[config.mk]
export PLATFORM = sky130hd
export DESIGN_NAME = sps_top
export DESIGN_NICKNAME = d
export VERILOG_FILES = /design/src/logic/sps_pkg.sv /design/src/logic/sps_page_stack.sv /design/src/logic/sps_top.sv
export SDC_FILE = /design/constraint.sdc
export NUM_CORES = 1
export LEC_CHECK = 0
export BUFFER_PORTS_ARGS = -buffer_cell sky130_fd_sc_hd__clkbuf_2
export CORE_MARGIN = 10
export CORE_UTILIZATION = 40
export DETAILED_ROUTE_END_ITERATION = 10
export PLACE_DENSITY = 0.77
export SYNTH_ARGS = -nofsm -noshare
export SYNTH_HDL_FRONTEND = slang
export SYNTH_HIERARCHICAL = 1
export SYNTH_SLANG_ARGS = --single-unit
[constraint.sdc]
create_clock -name clock_i -period 2.8 [get_ports clock_i]
set_input_delay 0 -clock clock_i [delete_from_list [all_inputs] [get_ports clock_i]]
set_output_delay 0 -clock clock_i [all_outputs]
set_load 0.02 [all_outputs]
[src/logic/sps_pkg.sv]
package sps_pkg;

	// Printed offsets are register indices; byte address is four times the index
	localparam logic [7:0] IDX_PAGE_STACK_NEXT = 8'h85;
	localparam logic [7:0] IDX_PAGE_STACK_LAST = 8'h86;
	localparam logic [7:0] IDX_PAGE_SELECT     = 8'hA7;
	localparam logic [7:0] IDX_PAGE_CONTROL    = 8'hE5;

	localparam int         ADR_W               = 12;
	localparam int         DAT_W               = 32;
	localparam int         PAGE_W              = 8;

	localparam logic [7:0] PAGE_ZERO           = 8'h00;
	localparam logic [7:0] PAGE_SELECT_RESET   = 8'h00;
	localparam logic [7:0] PAGE_STACK_RESET    = 8'h00;
	localparam logic [7:0] PAGE_CONTROL_RESET  = 8'h01;
	localparam logic [7:0] PAGE_CONTROL_PAGE   = 8'h0F;
	localparam int         AUTO_PAGE_EN_BIT    = 0;
	localparam logic [7:0] PAGE_CONTROL_RSVD   = 8'hFE;
	localparam logic [31:0] DAT_ZERO           = 32'h0000_0000;

	typedef struct packed
	{
		logic                cyc;
		logic                stb;
		logic                we;
		logic [ADR_W-1:0]    adr;
		logic [DAT_W-1:0]    dat;
		logic [3:0]          sel;
	} sps_wb_req_t;

	typedef struct packed
	{
		logic irq_enter;
		logic irq_return;
	} sps_core_evt_t;

	function automatic logic reg_hit(input logic [ADR_W-1:0] adr, input logic [7:0] idx);
		reg_hit = (adr == {2'b00, idx, 2'b00});
	endfunction

	function automatic logic [DAT_W-1:0] widen(input logic [PAGE_W-1:0] b);
		widen = {24'h00_0000, b};
	endfunction

endpackage

[src/logic/sps_page_stack.sv]
`timescale 1ns/10ps
module sps_page_stack (
	input  wire logic       clock_i,
	input  wire logic       rst_n_i,
	input  wire logic       push_i,
	input  wire logic       pop_i,
	input  wire logic       wr_top_i,
	input  wire logic       wr_next_i,
	input  wire logic       wr_last_i,
	input  wire logic [7:0] wr_data_i,
	output logic      [7:0] top_o,
	output logic      [7:0] next_o,
	output logic      [7:0] last_o
);

	typedef struct packed
	{
		logic [7:0] top;
		logic [7:0] next;
		logic [7:0] last;
	} sps_stack_state_t;

	sps_stack_state_t s_reg;
	sps_stack_state_t s_next;

	always_comb
	begin
		s_next = s_reg;
		// Hardware push/pop beats a software write in the same cycle
		if (push_i)
		begin
			s_next.last = s_reg.next;
			s_next.next = s_reg.top;
			s_next.top  = sps_pkg::PAGE_ZERO;
		end
		else if (pop_i)
		begin
			s_next.top  = s_reg.next;
			s_next.next = s_reg.last;
			s_next.last = sps_pkg::PAGE_STACK_RESET;
		end
		else
		begin
			if (wr_top_i)
				s_next.top = wr_data_i;
			if (wr_next_i)
				s_next.next = wr_data_i;
			if (wr_last_i)
				s_next.last = wr_data_i;
		end
	end

	always_ff @(posedge clock_i or negedge rst_n_i)
	begin
		if (!rst_n_i)
		begin
			s_reg.top  <= sps_pkg::PAGE_SELECT_RESET;
			s_reg.next <= sps_pkg::PAGE_STACK_RESET;
			s_reg.last <= sps_pkg::PAGE_STACK_RESET;
		end
		else
			s_reg <= s_next;
	end

	assign top_o  = s_reg.top;
	assign next_o = s_reg.next;
	assign last_o = s_reg.last;
endmodule

[src/logic/sps_top.sv]
// Function
// - A write to the page select register at index 0xA7, reachable on every page, sets the active register page.
// - A read of the page select register returns the page currently in use.
// - With automatic paging on, interrupt entry switches the active page to page 0.
// - With automatic paging on, interrupt return restores the earlier page unless software edited the stack.
// - The page select register is the stack top and only interrupt entry and return push or pop the stack.
// - Bit 0 of the page control register at index 0xE5 enables automatic paging and resets to 1.
// - With automatic paging off, taking an interrupt leaves the active page unchanged.
// - Page control bits 7 to 1 read as zero and software writes zeros there.
// - The page select register resets to page 0x00.
// - The next and last stack entries read at indices 0x85 and 0x86 from every page.
//
// The Wishbone interface to the registers was decided locally.
`timescale 1ns/10ps
module sps_top (
	input  wire logic                   clock_i,
	input  wire logic                   rst_n_i,
	input  wire sps_pkg::sps_wb_req_t   wb_req_i,
	output logic [sps_pkg::DAT_W-1:0]   wb_dat_o,
	output logic                        wb_ack_o,
	input  wire sps_pkg::sps_core_evt_t core_evt_i,
	output logic [sps_pkg::PAGE_W-1:0]  active_page_o,
	output logic                        auto_page_enable_o
);

	typedef struct packed
	{
		logic                      ack;
		logic [sps_pkg::DAT_W-1:0] rdat;
		logic                      auto_en;
	} sps_top_state_t;

	sps_top_state_t s_reg;
	sps_top_state_t s_next;

	logic       req_fire;
	logic       wr_fire;
	logic       rd_fire;
	logic       hit_select;
	logic       hit_next;
	logic       hit_last;
	logic       hit_control;
	logic       push;
	logic       pop;
	logic       wr_top;
	logic       wr_next;
	logic       wr_last;
	logic [7:0] wr_byte;
	logic [7:0] page_top;
	logic [7:0] page_next;
	logic [7:0] page_last;

	// Single-cycle answer: a request is taken only while ack is low
	assign req_fire    = wb_req_i.cyc & wb_req_i.stb & ~s_reg.ack;
	// Only lane 0 carries register data; other lanes are ignored
	assign wr_fire     = req_fire & wb_req_i.we & wb_req_i.sel[0];
	assign rd_fire     = req_fire & ~wb_req_i.we;
	assign wr_byte     = wb_req_i.dat[7:0];

	assign hit_select  = sps_pkg::reg_hit(wb_req_i.adr, sps_pkg::IDX_PAGE_SELECT);
	assign hit_next    = sps_pkg::reg_hit(wb_req_i.adr, sps_pkg::IDX_PAGE_STACK_NEXT);
	assign hit_last    = sps_pkg::reg_hit(wb_req_i.adr, sps_pkg::IDX_PAGE_STACK_LAST);
	// Page control lives only on its own page; elsewhere that index reads zero
	assign hit_control = sps_pkg::reg_hit(wb_req_i.adr, sps_pkg::IDX_PAGE_CONTROL)
	                   & (page_top == sps_pkg::PAGE_CONTROL_PAGE);

	// Interrupt events act only with automatic paging on
	assign push        = core_evt_i.irq_enter & s_reg.auto_en;
	// Entry wins when both arrive together
	assign pop         = core_evt_i.irq_return & s_reg.auto_en & ~core_evt_i.irq_enter;

	assign wr_top      = wr_fire & hit_select;
	assign wr_next     = wr_fire & hit_next;
	assign wr_last     = wr_fire & hit_last;

	sps_page_stack u_stack (
		.clock_i   (clock_i),
		.rst_n_i   (rst_n_i),
		.push_i    (push),
		.pop_i     (pop),
		.wr_top_i  (wr_top),
		.wr_next_i (wr_next),
		.wr_last_i (wr_last),
		.wr_data_i (wr_byte),
		.top_o     (page_top),
		.next_o    (page_next),
		.last_o    (page_last)
	);

	always_comb
	begin
		s_next     = s_reg;
		s_next.ack = req_fire;
		if (rd_fire)
		begin
			if (hit_select)
				s_next.rdat = sps_pkg::widen(page_top);
			else if (hit_next)
				s_next.rdat = sps_pkg::widen(page_next);
			else if (hit_last)
				s_next.rdat = sps_pkg::widen(page_last);
			else if (hit_control)
				s_next.rdat = sps_pkg::widen({7'h00, s_reg.auto_en});
			else
				s_next.rdat = sps_pkg::DAT_ZERO;
		end
		// Reserved control bits are dropped on write so they always read zero
		if (wr_fire & hit_control)
			s_next.auto_en = wr_byte[sps_pkg::AUTO_PAGE_EN_BIT];
	end

	always_ff @(posedge clock_i or negedge rst_n_i)
	begin
		if (!rst_n_i)
		begin
			s_reg.ack     <= 1'b0;
			s_reg.rdat    <= sps_pkg::DAT_ZERO;
			s_reg.auto_en <= sps_pkg::PAGE_CONTROL_RESET[sps_pkg::AUTO_PAGE_EN_BIT];
		end
		else
			s_reg <= s_next;
	end

	assign wb_ack_o           = s_reg.ack;
	assign wb_dat_o           = s_reg.rdat;
	assign active_page_o      = page_top;
	assign auto_page_enable_o = s_reg.auto_en;
endmodule

==> flow_metrics.py, run 1 <==
metrics = {
    "global_route": {
        "grt_pass1_wl_mm": 9.16,
        "grt_antenna_before_repair": 0,
        "grt_start_max_net_pins": 35,
        "track_usage_pct": 12.7,
        "grt_pass1_vias": 1836,
        "grt-ovfl-total": 0,
    },
    "yosys": {
        "avgSynthCellArea_um2": 9.20,
        "synth_top_family_by_area": "simple AND/OR/NAND/NOR gates",
        "synth-xor-area-share_pct": 0,
        "syn_area_mm2": 0.00223,
        "syn-instance-count": 243,
        "synth_compound_area_share_pct": 15.2,
        "synth_seq_cells": 34,
        "ys_seq_area_share_pct": 38.1,
        "ys_warn_count": 6,
        "synthMuxAreaShare_pct": 11.7,
        "synthAdderAreaFrac_pct": 0,
        "synth-simple-area-share_pct": 21.1,
        "synth.distinct_cells": 44,
    },
    "clocking": {
        "cts.sinks": 34,
        "path_clk_slew_ns": 0.07,
        "htreeDepth": 2,
        "postCtsHoldBufs": 2,
        "ctsResizeCount": 0,
        "clockBufferDepth": 2,
        "clkLatencyLatePin_ns": 0.29,
        "cts_tree": "yes",
        "post_cts_buffers": 0,
        "cts_buffers": 5,
        "clock-root-buffer": "clkbuf_8",
    },
    "timing": {
        "slew_headroom_pct": 42.8,
        "holdWs_ns": 0.0229,
        "fin_skew_ns": 0.00689,
        "fin_setup_tns_ns": 0,
        "drv_slew": 0,
        "fmax_ghz": 0.520,
        "rsz0062_at_grt": "no",
        "tightest_slew_ns": 0.859,
        "finalSetupViolCount": 0,
        "finalHoldViolCount": 0,
        "finalWorstSetupSlack_ns": 0.876,
        "fin_crit_ns": 1.92,
        "finalCritPeriodShare_pct": 68.7,
    },
    "die": {
        "io_pins": 97,
        "initial_core_util_pct": 40.8,
        "die-width_um": 94.7,
        "dieArea_mm2": 0.00898,
        "rows": 27,
        "fp.coreArea_mm2": 0.00547,
        "fp.dieH_um": 94.7,
    },
    "power": {
        "p_leak_nw": 1.18,
        "p_per_area_mw_per_mm2": 383,
        "p_total_mw": 0.966,
        "ir_drop_uv": 165,
    },
    "layout": {
        "fin_area_mm2": 0.00252,
        "nets": 343,
        "fillerInstances": 531,
        "drive_gt1_share_pct": 23.2,
        "area_delta_synth_final_pct": 12.9,
        "fin_util_pct": 46.1,
        "fin_cells": 361,
        "n_antenna_cell": 0,
    },
    "worst_setup_path": {
        "cp.arrival_ns": 2.14,
        "crit_required_ns": 3.01,
        "cp-end-kind": "flip-flop",
        "critPathLaunchType": "flip-flop",
        "crit_path_max_fanout": 5,
        "r2r_cells": 4,
        "worst-setup-path-type": "flip-flop to flip-flop",
    },
    "detailed_routing": {
        "vias_per_cell": 5.06,
        "vias": 1828,
        "drc": 0,
        "first_pass_iters": 5,
        "drt-total-wl_mm": 5.73,
        "wl_per_cell_um": 15.9,
        "final_antenna_net_count": 0,
        "drtIter0Drc": 101,
    },
    "status": {
        "status": "complete, no violations",
    },
    "place": {
        "placed_area_mm2": 0.00241,
        "gp_congestion": 0.813,
        "dpl.cell_count": 351,
        "post-dp-hpwl_mm": 4.32,
        "pre_cts_slack_ns": 0.711,
        "portBuffers": 45,
    },
    "worst_hold_path": {
        "hold_path_depth": 2,
        "min_path_type": "primary input to flip-flop",
    },
    "job": {
        "drv_cap": 0,
    },
}
## critical path, cell delays in order (launching register included)
cell and delay, ns:
dfrtp_1 0.44, or4bb_1 0.52, nor4_1 0.35, and3b_1 0.22, mux2_1 0.31
## cells by family (layout without fill, tap and decap cells)
kind of cell,count (synthesis),after routing
simple gates,88,88
compound gates,48,48
buf+inv,47,70
flops,34,34
mux,25,25
other cells,1,24
## flip-flops by register name, summed over array words and instances, names as in the netlist
register	count
wb_ack_o	1
u_stack/last_o	8
u_stack/next_o	8
auto_page_enable_o	1
wb_dat_o	8
u_stack/top_o	8
## path summary, 6_finish.rpt
check	from	end	slack, ns
max in group asynchronous	rst_n_i	wb_dat_o[6]	1.91
min reg2reg	wb_dat_o[6]	wb_dat_o[6]	0.48
max reg2reg	u_stack/top_o[5]	auto_page_enable_o	0.88
min	wb_req_i[50]	wb_ack_o	0.02
max	u_stack/top_o[5]	auto_page_enable_o	0.88
min in group asynchronous	rst_n_i	wb_dat_o[5]	0.36
## placed cells by master (no fill, tap or decap), drive strengths merged
master	Yosys	layout
buf	34	7
dfstp	1	1
and2b	1	1
or4bb	2	2
nand3b	3	3
dlygate4sd3	0	2
nand4bb	1	1
clkbuf	5	52
mux2	9	9
a311oi	1	1
or3	4	4
dfrtp	33	33
nor2b	3	3
nand3	1	1
or3b	1	1
nand2b	3	3
nor3b	1	1
or4	1	1
mux2i	16	16
o31ai	4	4
nor2	30	30
a21oi	11	11
inv	8	8
nand2	26	26
a22oi	4	4
clkinv	0	1
a221o	8	8
conb	1	24
nor3	2	2
nor4	2	2
a2bb2oi	3	3
and3b	3	3
o21ai	12	12
and2	2	2
a22o	4	4
a2111oi	1	1
or2	2	2
## power breakdown
part	switching, mW	total, mW	internal (mW)
clock	0.179	0.378	0.198
combinational	0.0682	0.0954	0.0272
sequential	0.000609	0.493	0.492
## synth_stat cells
master,number,area [µm²]
a2111oi_0,1,8.76
a21oi_1,11,55.1
a221o_1,8,80.1
a22o_1,4,35.0
a22oi_1,4,30.0
a2bb2oi_1,3,26.3
a311oi_1,1,8.76
and2_1,2,12.5
and2b_1,1,7.51
and3b_1,3,26.3
buf_2,5,25.0
buf_4,25,188
buf_6,4,45.0
clkbuf_1,4,15.0
clkbuf_2,1,5.00
conb_1,1,3.75
dfrtp_1,33,826
dfstp_2,1,26.3
inv_1,8,30.0
mux2_1,9,101
mux2i_1,16,160
nand2_1,26,97.6
nand2b_1,3,18.8
nand3_1,1,5.00
nand3b_1,3,22.5
nand4bb_1,1,11.3
nor2_1,29,109
nor2_2,1,6.26
nor2b_1,3,18.8
nor3_1,1,5.00
nor3_2,1,10.0
nor3b_1,1,7.51
nor4_1,1,6.26
nor4_4,1,21.3
o21ai_1,12,60.1
o31ai_1,3,22.5
o31ai_2,1,12.5
or2_1,1,6.26
or2_2,1,6.26
or3_1,3,18.8
or3_4,1,11.3
or3b_1,1,8.76
or4_4,1,11.3
or4bb_1,2,22.5
## cell type report
type,count,area [µm²],area share (%)
Tap cell,72,90.1,3.57
Multi-Input combinational cell,185,1160,46.0
Sequential cell,34,852,33.8
Inverter,8,30.0,1.19
Timing Repair Buffer,54,298,11.8
Clock inverter,1,5.00,0.198
Clock buffer,7,86.3,3.42
## routing by layer
layer	global-route usage [%]	up-vias	wire length (µm)
met5	0	-	0
met3	5.08	7	614
met4	4.74	0	72
met2	20.2	75	2620
li1	-	897	-
met1	15.2	849	2420
(Power assumes the default switching activity.)
==> run 2: changes to the inputs <==
--- a/config.mk
+++ b/config.mk
@@ -9,7 +9,7 @@
 export CORE_MARGIN = 10
 export CORE_UTILIZATION = 40
 export DETAILED_ROUTE_END_ITERATION = 10
-export PLACE_DENSITY = 0.77
+export PLACE_DENSITY = 0.8
 export SYNTH_ARGS = -nofsm -noshare
 export SYNTH_HDL_FRONTEND = slang
 export SYNTH_HIERARCHICAL = 1
==> constraint.sdc (replaced) <==
create_clock -name clock_i -period 1.6 [get_ports clock_i]
set_input_delay 0 -clock clock_i [delete_from_list [all_inputs] [get_ports clock_i]]
set_output_delay 0 -clock clock_i [all_outputs]
set_load 0.02 [all_outputs]
==> run 2 against run 1 <==
Net effect: the flow now finishes with violations (negative setup slack); setup slack got worse by 1.0 ns; wire length is 14% higher; fmax increased by 8.5%; count of clock-buffer cells in the layout did not move; clock power is 79% higher; critical path type unchanged; sequential power increased by 75%.
==> flow_metrics.py, run 2 (same netlist as run 1, synthesis figures left out) <==
metrics = {
    "status": {
        "status": "finished, violations left",
        "violations": "negative setup slack",
    },
    "die": {
        "fp.dieH_um": 94.7,
        "rows": 27,
        "dieArea_mm2": 0.00898,
        "initial_core_util_pct": 40.8,
        "fp.coreArea_mm2": 0.00547,
        "io_pins": 97,
        "die-width_um": 94.7,
    },
    "worst_setup_path": {
        "path_buf_inv": 1,
        "worst-setup-path-type": "flip-flop to flip-flop",
        "crit_path_max_fanout": 8,
        "critPathSlowestCell": "dfrtp_1",
        "cp.arrival_ns": 2.00,
        "cp-end-kind": "flip-flop",
        "cpPeakStageDelay_ns": 0.37,
        "crit_chain": "and3b_2 -> nand3_4 -> nand2b_4 -> nor3b_4 -> buf_4 -> or3_4 -> nor2_1 -> a21oi_1",
        "critPathLaunchType": "flip-flop",
        "crit_required_ns": 1.82,
        "rrSetupSlack_ns": -0.17,
        "critical_path.top_delay_family": "simple AND/OR/NAND/NOR gates",
    },
    "clocking": {
        "cts.sinks": 34,
        "clockBufferDepth": 2,
        "cts_buffers": 5,
        "cts_tree": "yes",
        "htreeDepth": 2,
        "clock-root-buffer": "clkbuf_8",
        "path_clk_slew_ns": 0.07,
        "clkLatencyLatePin_ns": 0.30,
    },
    "layout": {
        "fin_area_mm2": 0.00300,
        "regArea_um2": 858,
        "fillerInstances": 494,
        "final_common_cell": "clkbuf_2",
        "area_delta_synth_final_pct": 34.3,
        "nets": 376,
        "n_antenna_cell": 0,
        "multi_input_area_mm2": 0.00136,
        "drive_gt1_share_pct": 42.5,
        "final_cell_mix": "clkbuf_2 (45), buf_4 (34), dfrtp_1 (28)",
    },
    "timing": {
        "tightest_slew_ns": 0.501,
        "fin_skew_ns": 0.00470,
        "finalSetupViolCount": 27,
        "finalHoldViolCount": 0,
        "drv_slew": 0,
        "rsz0062_at_grt": "yes",
        "finalWorstSetupSlack_ns": -0.174,
        "fmax_ghz": 0.564,
        "finalCritPeriodShare_pct": 111,
        "slew_headroom_pct": 65.7,
        "fin_crit_ns": 1.77,
    },
    "detailed_routing": {
        "vias_per_cell": 5.01,
        "vias": 1974,
        "drtIter0Drc": 123,
        "drc": 0,
        "drt-total-wl_mm": 6.51,
        "final_antenna_net_count": 0,
        "wl_per_cell_um": 16.5,
        "first_pass_iters": 4,
    },
    "global_route": {
        "track_usage_pct": 14.5,
        "grt_antenna_before_repair": 0,
        "grt-ovfl-total": 0,
        "grt_pass1_wl_mm": 10.3,
        "grt_pass1_vias": 2151,
        "grt_start_max_net_pins": 25,
    },
    "power": {
        "ir_drop_uv": 262,
        "p_leak_nw": 1.39,
        "power_frac_comb_pct": 11.6,
        "swShare_pct": 26.6,
        "p_per_area_mw_per_mm2": 580,
        "clkPwrFrac_pct": 38.9,
        "p_seq_share_pct": 49.5,
        "p_sw_mw": 0.463,
        "p_int_mw": 1.28,
    },
    "job": {
        "drv_cap": 0,
    },
    "place": {
        "post-dp-hpwl_mm": 4.96,
        "placed_area_mm2": 0.00267,
        "portBuffers": 45,
        "pre_cts_slack_ns": -0.293,
        "gp_congestion": 0.860,
    },
    "worst_hold_path": {
        "min_path_type": "primary input to flip-flop",
    },
}
## run 2: cell count changes in the layout (fill, tap and decap cells not counted), moves of 6 or more
cell | before | now
mux2_4 | 0 | 9
nor2_1 | 29 | 22
mux2_1 | 9 | 0
buf_4 | 7 | 34
nor2_4 | 0 | 6
## run 2: layout make-up
class	instances	area share, %
timing repair buffer	87	19.2
tap	72	3.00
multi-input combinational	185	45.1
inverter	8	1.00
clock buffer	7	2.88
clock inverter	1	0.167
sequential	34	28.6
## run 2: power groups by stage
stage / sequential, mW / combinational (mW) / clock [mW]
3_5_place_dp: 0.878 / 0.181 / 0
5_1_grt: 0.862 / 0.222 / 0.729
6_report: 0.862 / 0.202 / 0.677
3_3_place_gp: 0.878 / 0.176 / 0
2_1_floorplan: 0.881 / 0.138 / 0
4_1_cts: 0.862 / 0.189 / 0.677
## run 2: worst paths after layout
path,cells after the start,endpoint,startpoint
max reg2reg,8,u_stack/next_o[5],wb_ack_o
min in group asynchronous,2,wb_dat_o[5],rst_n_i
max,8,u_stack/next_o[5],wb_ack_o
max in group asynchronous,3,auto_page_enable_o,rst_n_i
min,3,u_stack/last_o[6],wb_req_i[10]
min reg2reg,2,wb_dat_o[0],wb_dat_o[0]
## run 2: through the flow
stage | power [mW] | instances | hold slack [ns] | TNS (ns) | utilization, %
after floorplan | 1.02 | 266 | -0.296 | -2.35 | -
after global placement | 1.05 | 377 | -0.0865 | -3.29 | 48.8
after detailed placement | 1.06 | 377 | -0.0841 | -4.62 | 48.8
after CTS | 1.73 | 391 | 0.0266 | -1.73 | 52.1
after global routing | 1.81 | 394 | 0.0425 | -4.01 | 54.8
final | 1.74 | 394 | 0.0225 | -2.01 | 54.8
## run 2: per-layer routing
layer  global-route usage [%]  part of all wire, %  wire length [µm]  up-vias
li1                         -                    -                 -      960
met1                     17.0                   41              2640      920
met2                     23.5                   48              3120       86
met3                     5.55                   10               674        8
met4                     5.61                  1.0                67        0
met5                        0                    0                 0        -
## run 2: worst min-delay path: cells and delay by family
| kind | cells | cell delay, ns |
|---|---|---|
| buf+inv | 1 | 0.11 |
| mux | 1 | 0.07 |
| compound gates | 1 | 0.11 |
## run 2: timing repair
item | in CTS | in global routing
endpoints found under the setup margin | 23 | 28
pin swaps | 4 | 8
hold buffers | 2 | 0
setup buffers | 4 | 3
endpoints found under the hold margin | 14 | 0
resized for setup | 11 | 27
==> run 3: changes to the inputs <==
--- a/config.mk
+++ b/config.mk
@@ -6,7 +6,7 @@
 export NUM_CORES = 1
 export LEC_CHECK = 0
 export BUFFER_PORTS_ARGS = -buffer_cell sky130_fd_sc_hd__clkbuf_2
-export CORE_MARGIN = 10
+export CORE_MARGIN = 3
 export CORE_UTILIZATION = 40
 export DETAILED_ROUTE_END_ITERATION = 10
 export PLACE_DENSITY = 0.8
==> constraint.sdc (replaced) <==
create_clock -name clock_i -period 1.6 [get_ports clock_i]
set_input_delay 0.32 -clock clock_i [delete_from_list [all_inputs] [get_ports clock_i]]
set_output_delay 0.32 -clock clock_i [all_outputs]
set_load 0.02 [all_outputs]
==> run 3 against run 2 <==
Net effect: largest cell class unchanged; global-route usage up 4.5 points; non-clock buffer count is 8 lower; critical path depth decreased by 4; sequential cell count is the same; critical endpoint is now auto_page_enable_o; the run still ends with negative setup slack left; register-to-register slack lost 0.03 ns; sequential power about the same; fmax decreased by 1.8%; die area down 27%; count of clock-buffer cells in the layout stayed put.
==> flow_metrics.py, run 3 (same netlist as run 1, synthesis figures left out) <==
metrics = {
    "worst_setup_path": {
        "crit_path_max_fanout": 2,
        "critPathLaunchType": "flip-flop",
        "cpPeakStageDelay_ns": 0.50,
        "crit_chain": "or4bb_1 -> nor4_2 -> and3b_1 -> mux2_4",
        "cp.arrival_ns": 2.03,
        "rrSetupSlack_ns": -0.21,
        "cp-end-kind": "flip-flop",
        "crit_required_ns": 1.82,
        "worst-setup-path-type": "flip-flop to flip-flop",
        "critPathSlowestCell": "or4bb_1",
    },
    "detailed_routing": {
        "vias": 2045,
        "vias_per_cell": 5.33,
        "drt-total-wl_mm": 6.00,
        "first_pass_iters": 4,
        "drc": 0,
        "drtIter0Drc": 153,
        "wl_per_cell_um": 15.6,
        "final_antenna_net_count": 0,
    },
    "timing": {
        "fin_crit_ns": 1.81,
        "fmax_ghz": 0.554,
        "fin_skew_ns": 0.00723,
        "finalWorstSetupSlack_ns": -0.206,
        "finalHoldViolCount": 0,
        "rsz0062_at_grt": "yes",
        "finalSetupViolCount": 26,
        "finalCritPeriodShare_pct": 113,
        "drv_slew": 0,
    },
    "place": {
        "portBuffers": 45,
        "placed_area_mm2": 0.00262,
        "post-dp-hpwl_mm": 4.31,
        "dpl.cell_count": 372,
        "gp_congestion": 0.848,
    },
    "global_route": {
        "grt-ovfl-total": 0,
        "grt_pass1_wl_mm": 9.38,
        "grt_pass1_vias": 1980,
        "grt_start_max_net_pins": 27,
        "grt_antenna_before_repair": 0,
        "track_usage_pct": 19.0,
    },
    "status": {
        "violations": "negative setup slack",
        "status": "finished, violations left",
    },
    "layout": {
        "fin_area_mm2": 0.00287,
        "nets": 368,
        "drive_gt1_share_pct": 36.9,
        "final_cell_mix": "clkbuf_2 (45), dfrtp_1 (33), buf_4 (28)",
        "n_antenna_cell": 0,
        "area_delta_synth_final_pct": 28.3,
        "fin_util_pct": 54.4,
        "final_common_cell": "clkbuf_2",
        "fin_cells": 384,
    },
    "power": {
        "p_leak_nw": 1.36,
        "ir_drop_uv": 322,
        "p_per_area_mw_per_mm2": 597,
    },
    "clocking": {
        "cts_buffers": 5,
        "htreeDepth": 2,
        "clkLatencyLatePin_ns": 0.29,
        "clockBufferDepth": 2,
        "clock-root-buffer": "clkbuf_8",
        "cts.sinks": 34,
        "path_clk_slew_ns": 0.06,
        "cts_tree": "yes",
    },
    "die": {
        "die-width_um": 80.7,
        "dieArea_mm2": 0.00652,
        "fp.dieH_um": 80.7,
        "io_pins": 97,
        "rows": 26,
        "fp.coreArea_mm2": 0.00527,
        "initial_core_util_pct": 42.4,
    },
    "worst_hold_path": {
        "min_path_type": "primary input to flip-flop",
    },
    "job": {
        "drv_cap": 0,
    },
}
==> run 3: cell count changes in the layout (fill, tap and decap cells not counted), moves of 2 or more <==
cell,change
o31ai_4,-2
nor2_2,+4
a21oi_2,-3
mux2_1,+6
mux2_4,-6
nor2_1,+2
dfrtp_2,-5
buf_4,-6
dfrtp_1,+5
o31ai_2,+2
nor2_4,-6
a21oi_1,+3
buf_6,-2
==> run 3: final timing paths <==
| check | endpoint | startpoint | cells after the start |
|---|---|---|---|
| worst min register to register | wb_dat_o[0] | wb_dat_o[0] | 2 |
| worst max register to register | auto_page_enable_o | u_stack/top_o[6] | 4 |
| min in group asynchronous | wb_dat_o[2] | rst_n_i | 2 |
| max in group asynchronous | u_stack/top_o[3] | rst_n_i | 3 |
| worst min-delay path | auto_page_enable_o | wb_req_i[4] | 2 |
| worst max-delay path | auto_page_enable_o | u_stack/top_o[6] | 4 |
==> run 3: through the flow <==
step	hold WS [ns]	power [mW]	setup TNS [ns]	setup slack, ns
3_5_place_dp	0.260	1.06	-9.84	-0.523
2_1_floorplan	0.0244	1.02	-7.98	-0.458
6_report	0.324	1.71	-2.02	-0.206
4_1_cts	0.315	1.72	-1.99	-0.184
3_3_place_gp	0.257	1.06	-9.21	-0.441
5_1_grt	0.324	1.80	-3.94	-0.238
==> run 3: layout make-up <==
| type | instances | area, µm² |
|---|---|---|
| fillers | 458 | 2400 |
| multi-input cells | 185 | 1290 |
| flip-flops and latches | 34 | 852 |
| repair buffers | 79 | 519 |
| well taps | 70 | 87.6 |
| clock buffers | 7 | 86.3 |
| inverters | 8 | 30.0 |
| clock inverters | 1 | 5.00 |
==> run 3: routing by layer <==
layer / global-route usage (%) / share of wire [%] / vias to the layer above
met3: 4.66 / 7.8 / 12
met4: 7.94 / 1.7 / 0
met1: 24.1 / 43 / 990
met5: 0 / 0 / -
met2: 31.0 / 48 / 98
li1: - / - / 945
==> run 3: repair_timing <==
action / in CTS / in global routing
endpoints found under the setup margin: 26 / 29
pin swaps: 7 / 5
hold buffers: 1 / 0
buffers inserted: 2 / 1
endpoints found under the hold margin: 13 / 0
gates resized for setup: 16 / 13
==> run 3: worst max-delay path, delay by kind of cell (launching register included) <==
family	cells	cell delay, ns
multiplexers	1	0.30
flip-flops	1	0.38
AND/OR/NAND/NOR	3	1.05
==> run 3: power breakdown <==
| part | switching, mW | internal, mW | total, mW |
|---|---|---|---|
| clock | 0.299 | 0.347 | 0.645 |
| sequential | 0.00103 | 0.862 | 0.863 |
| combinational | 0.132 | 0.0730 | 0.205 |
| total | 0.431 | 1.28 | 1.71 |
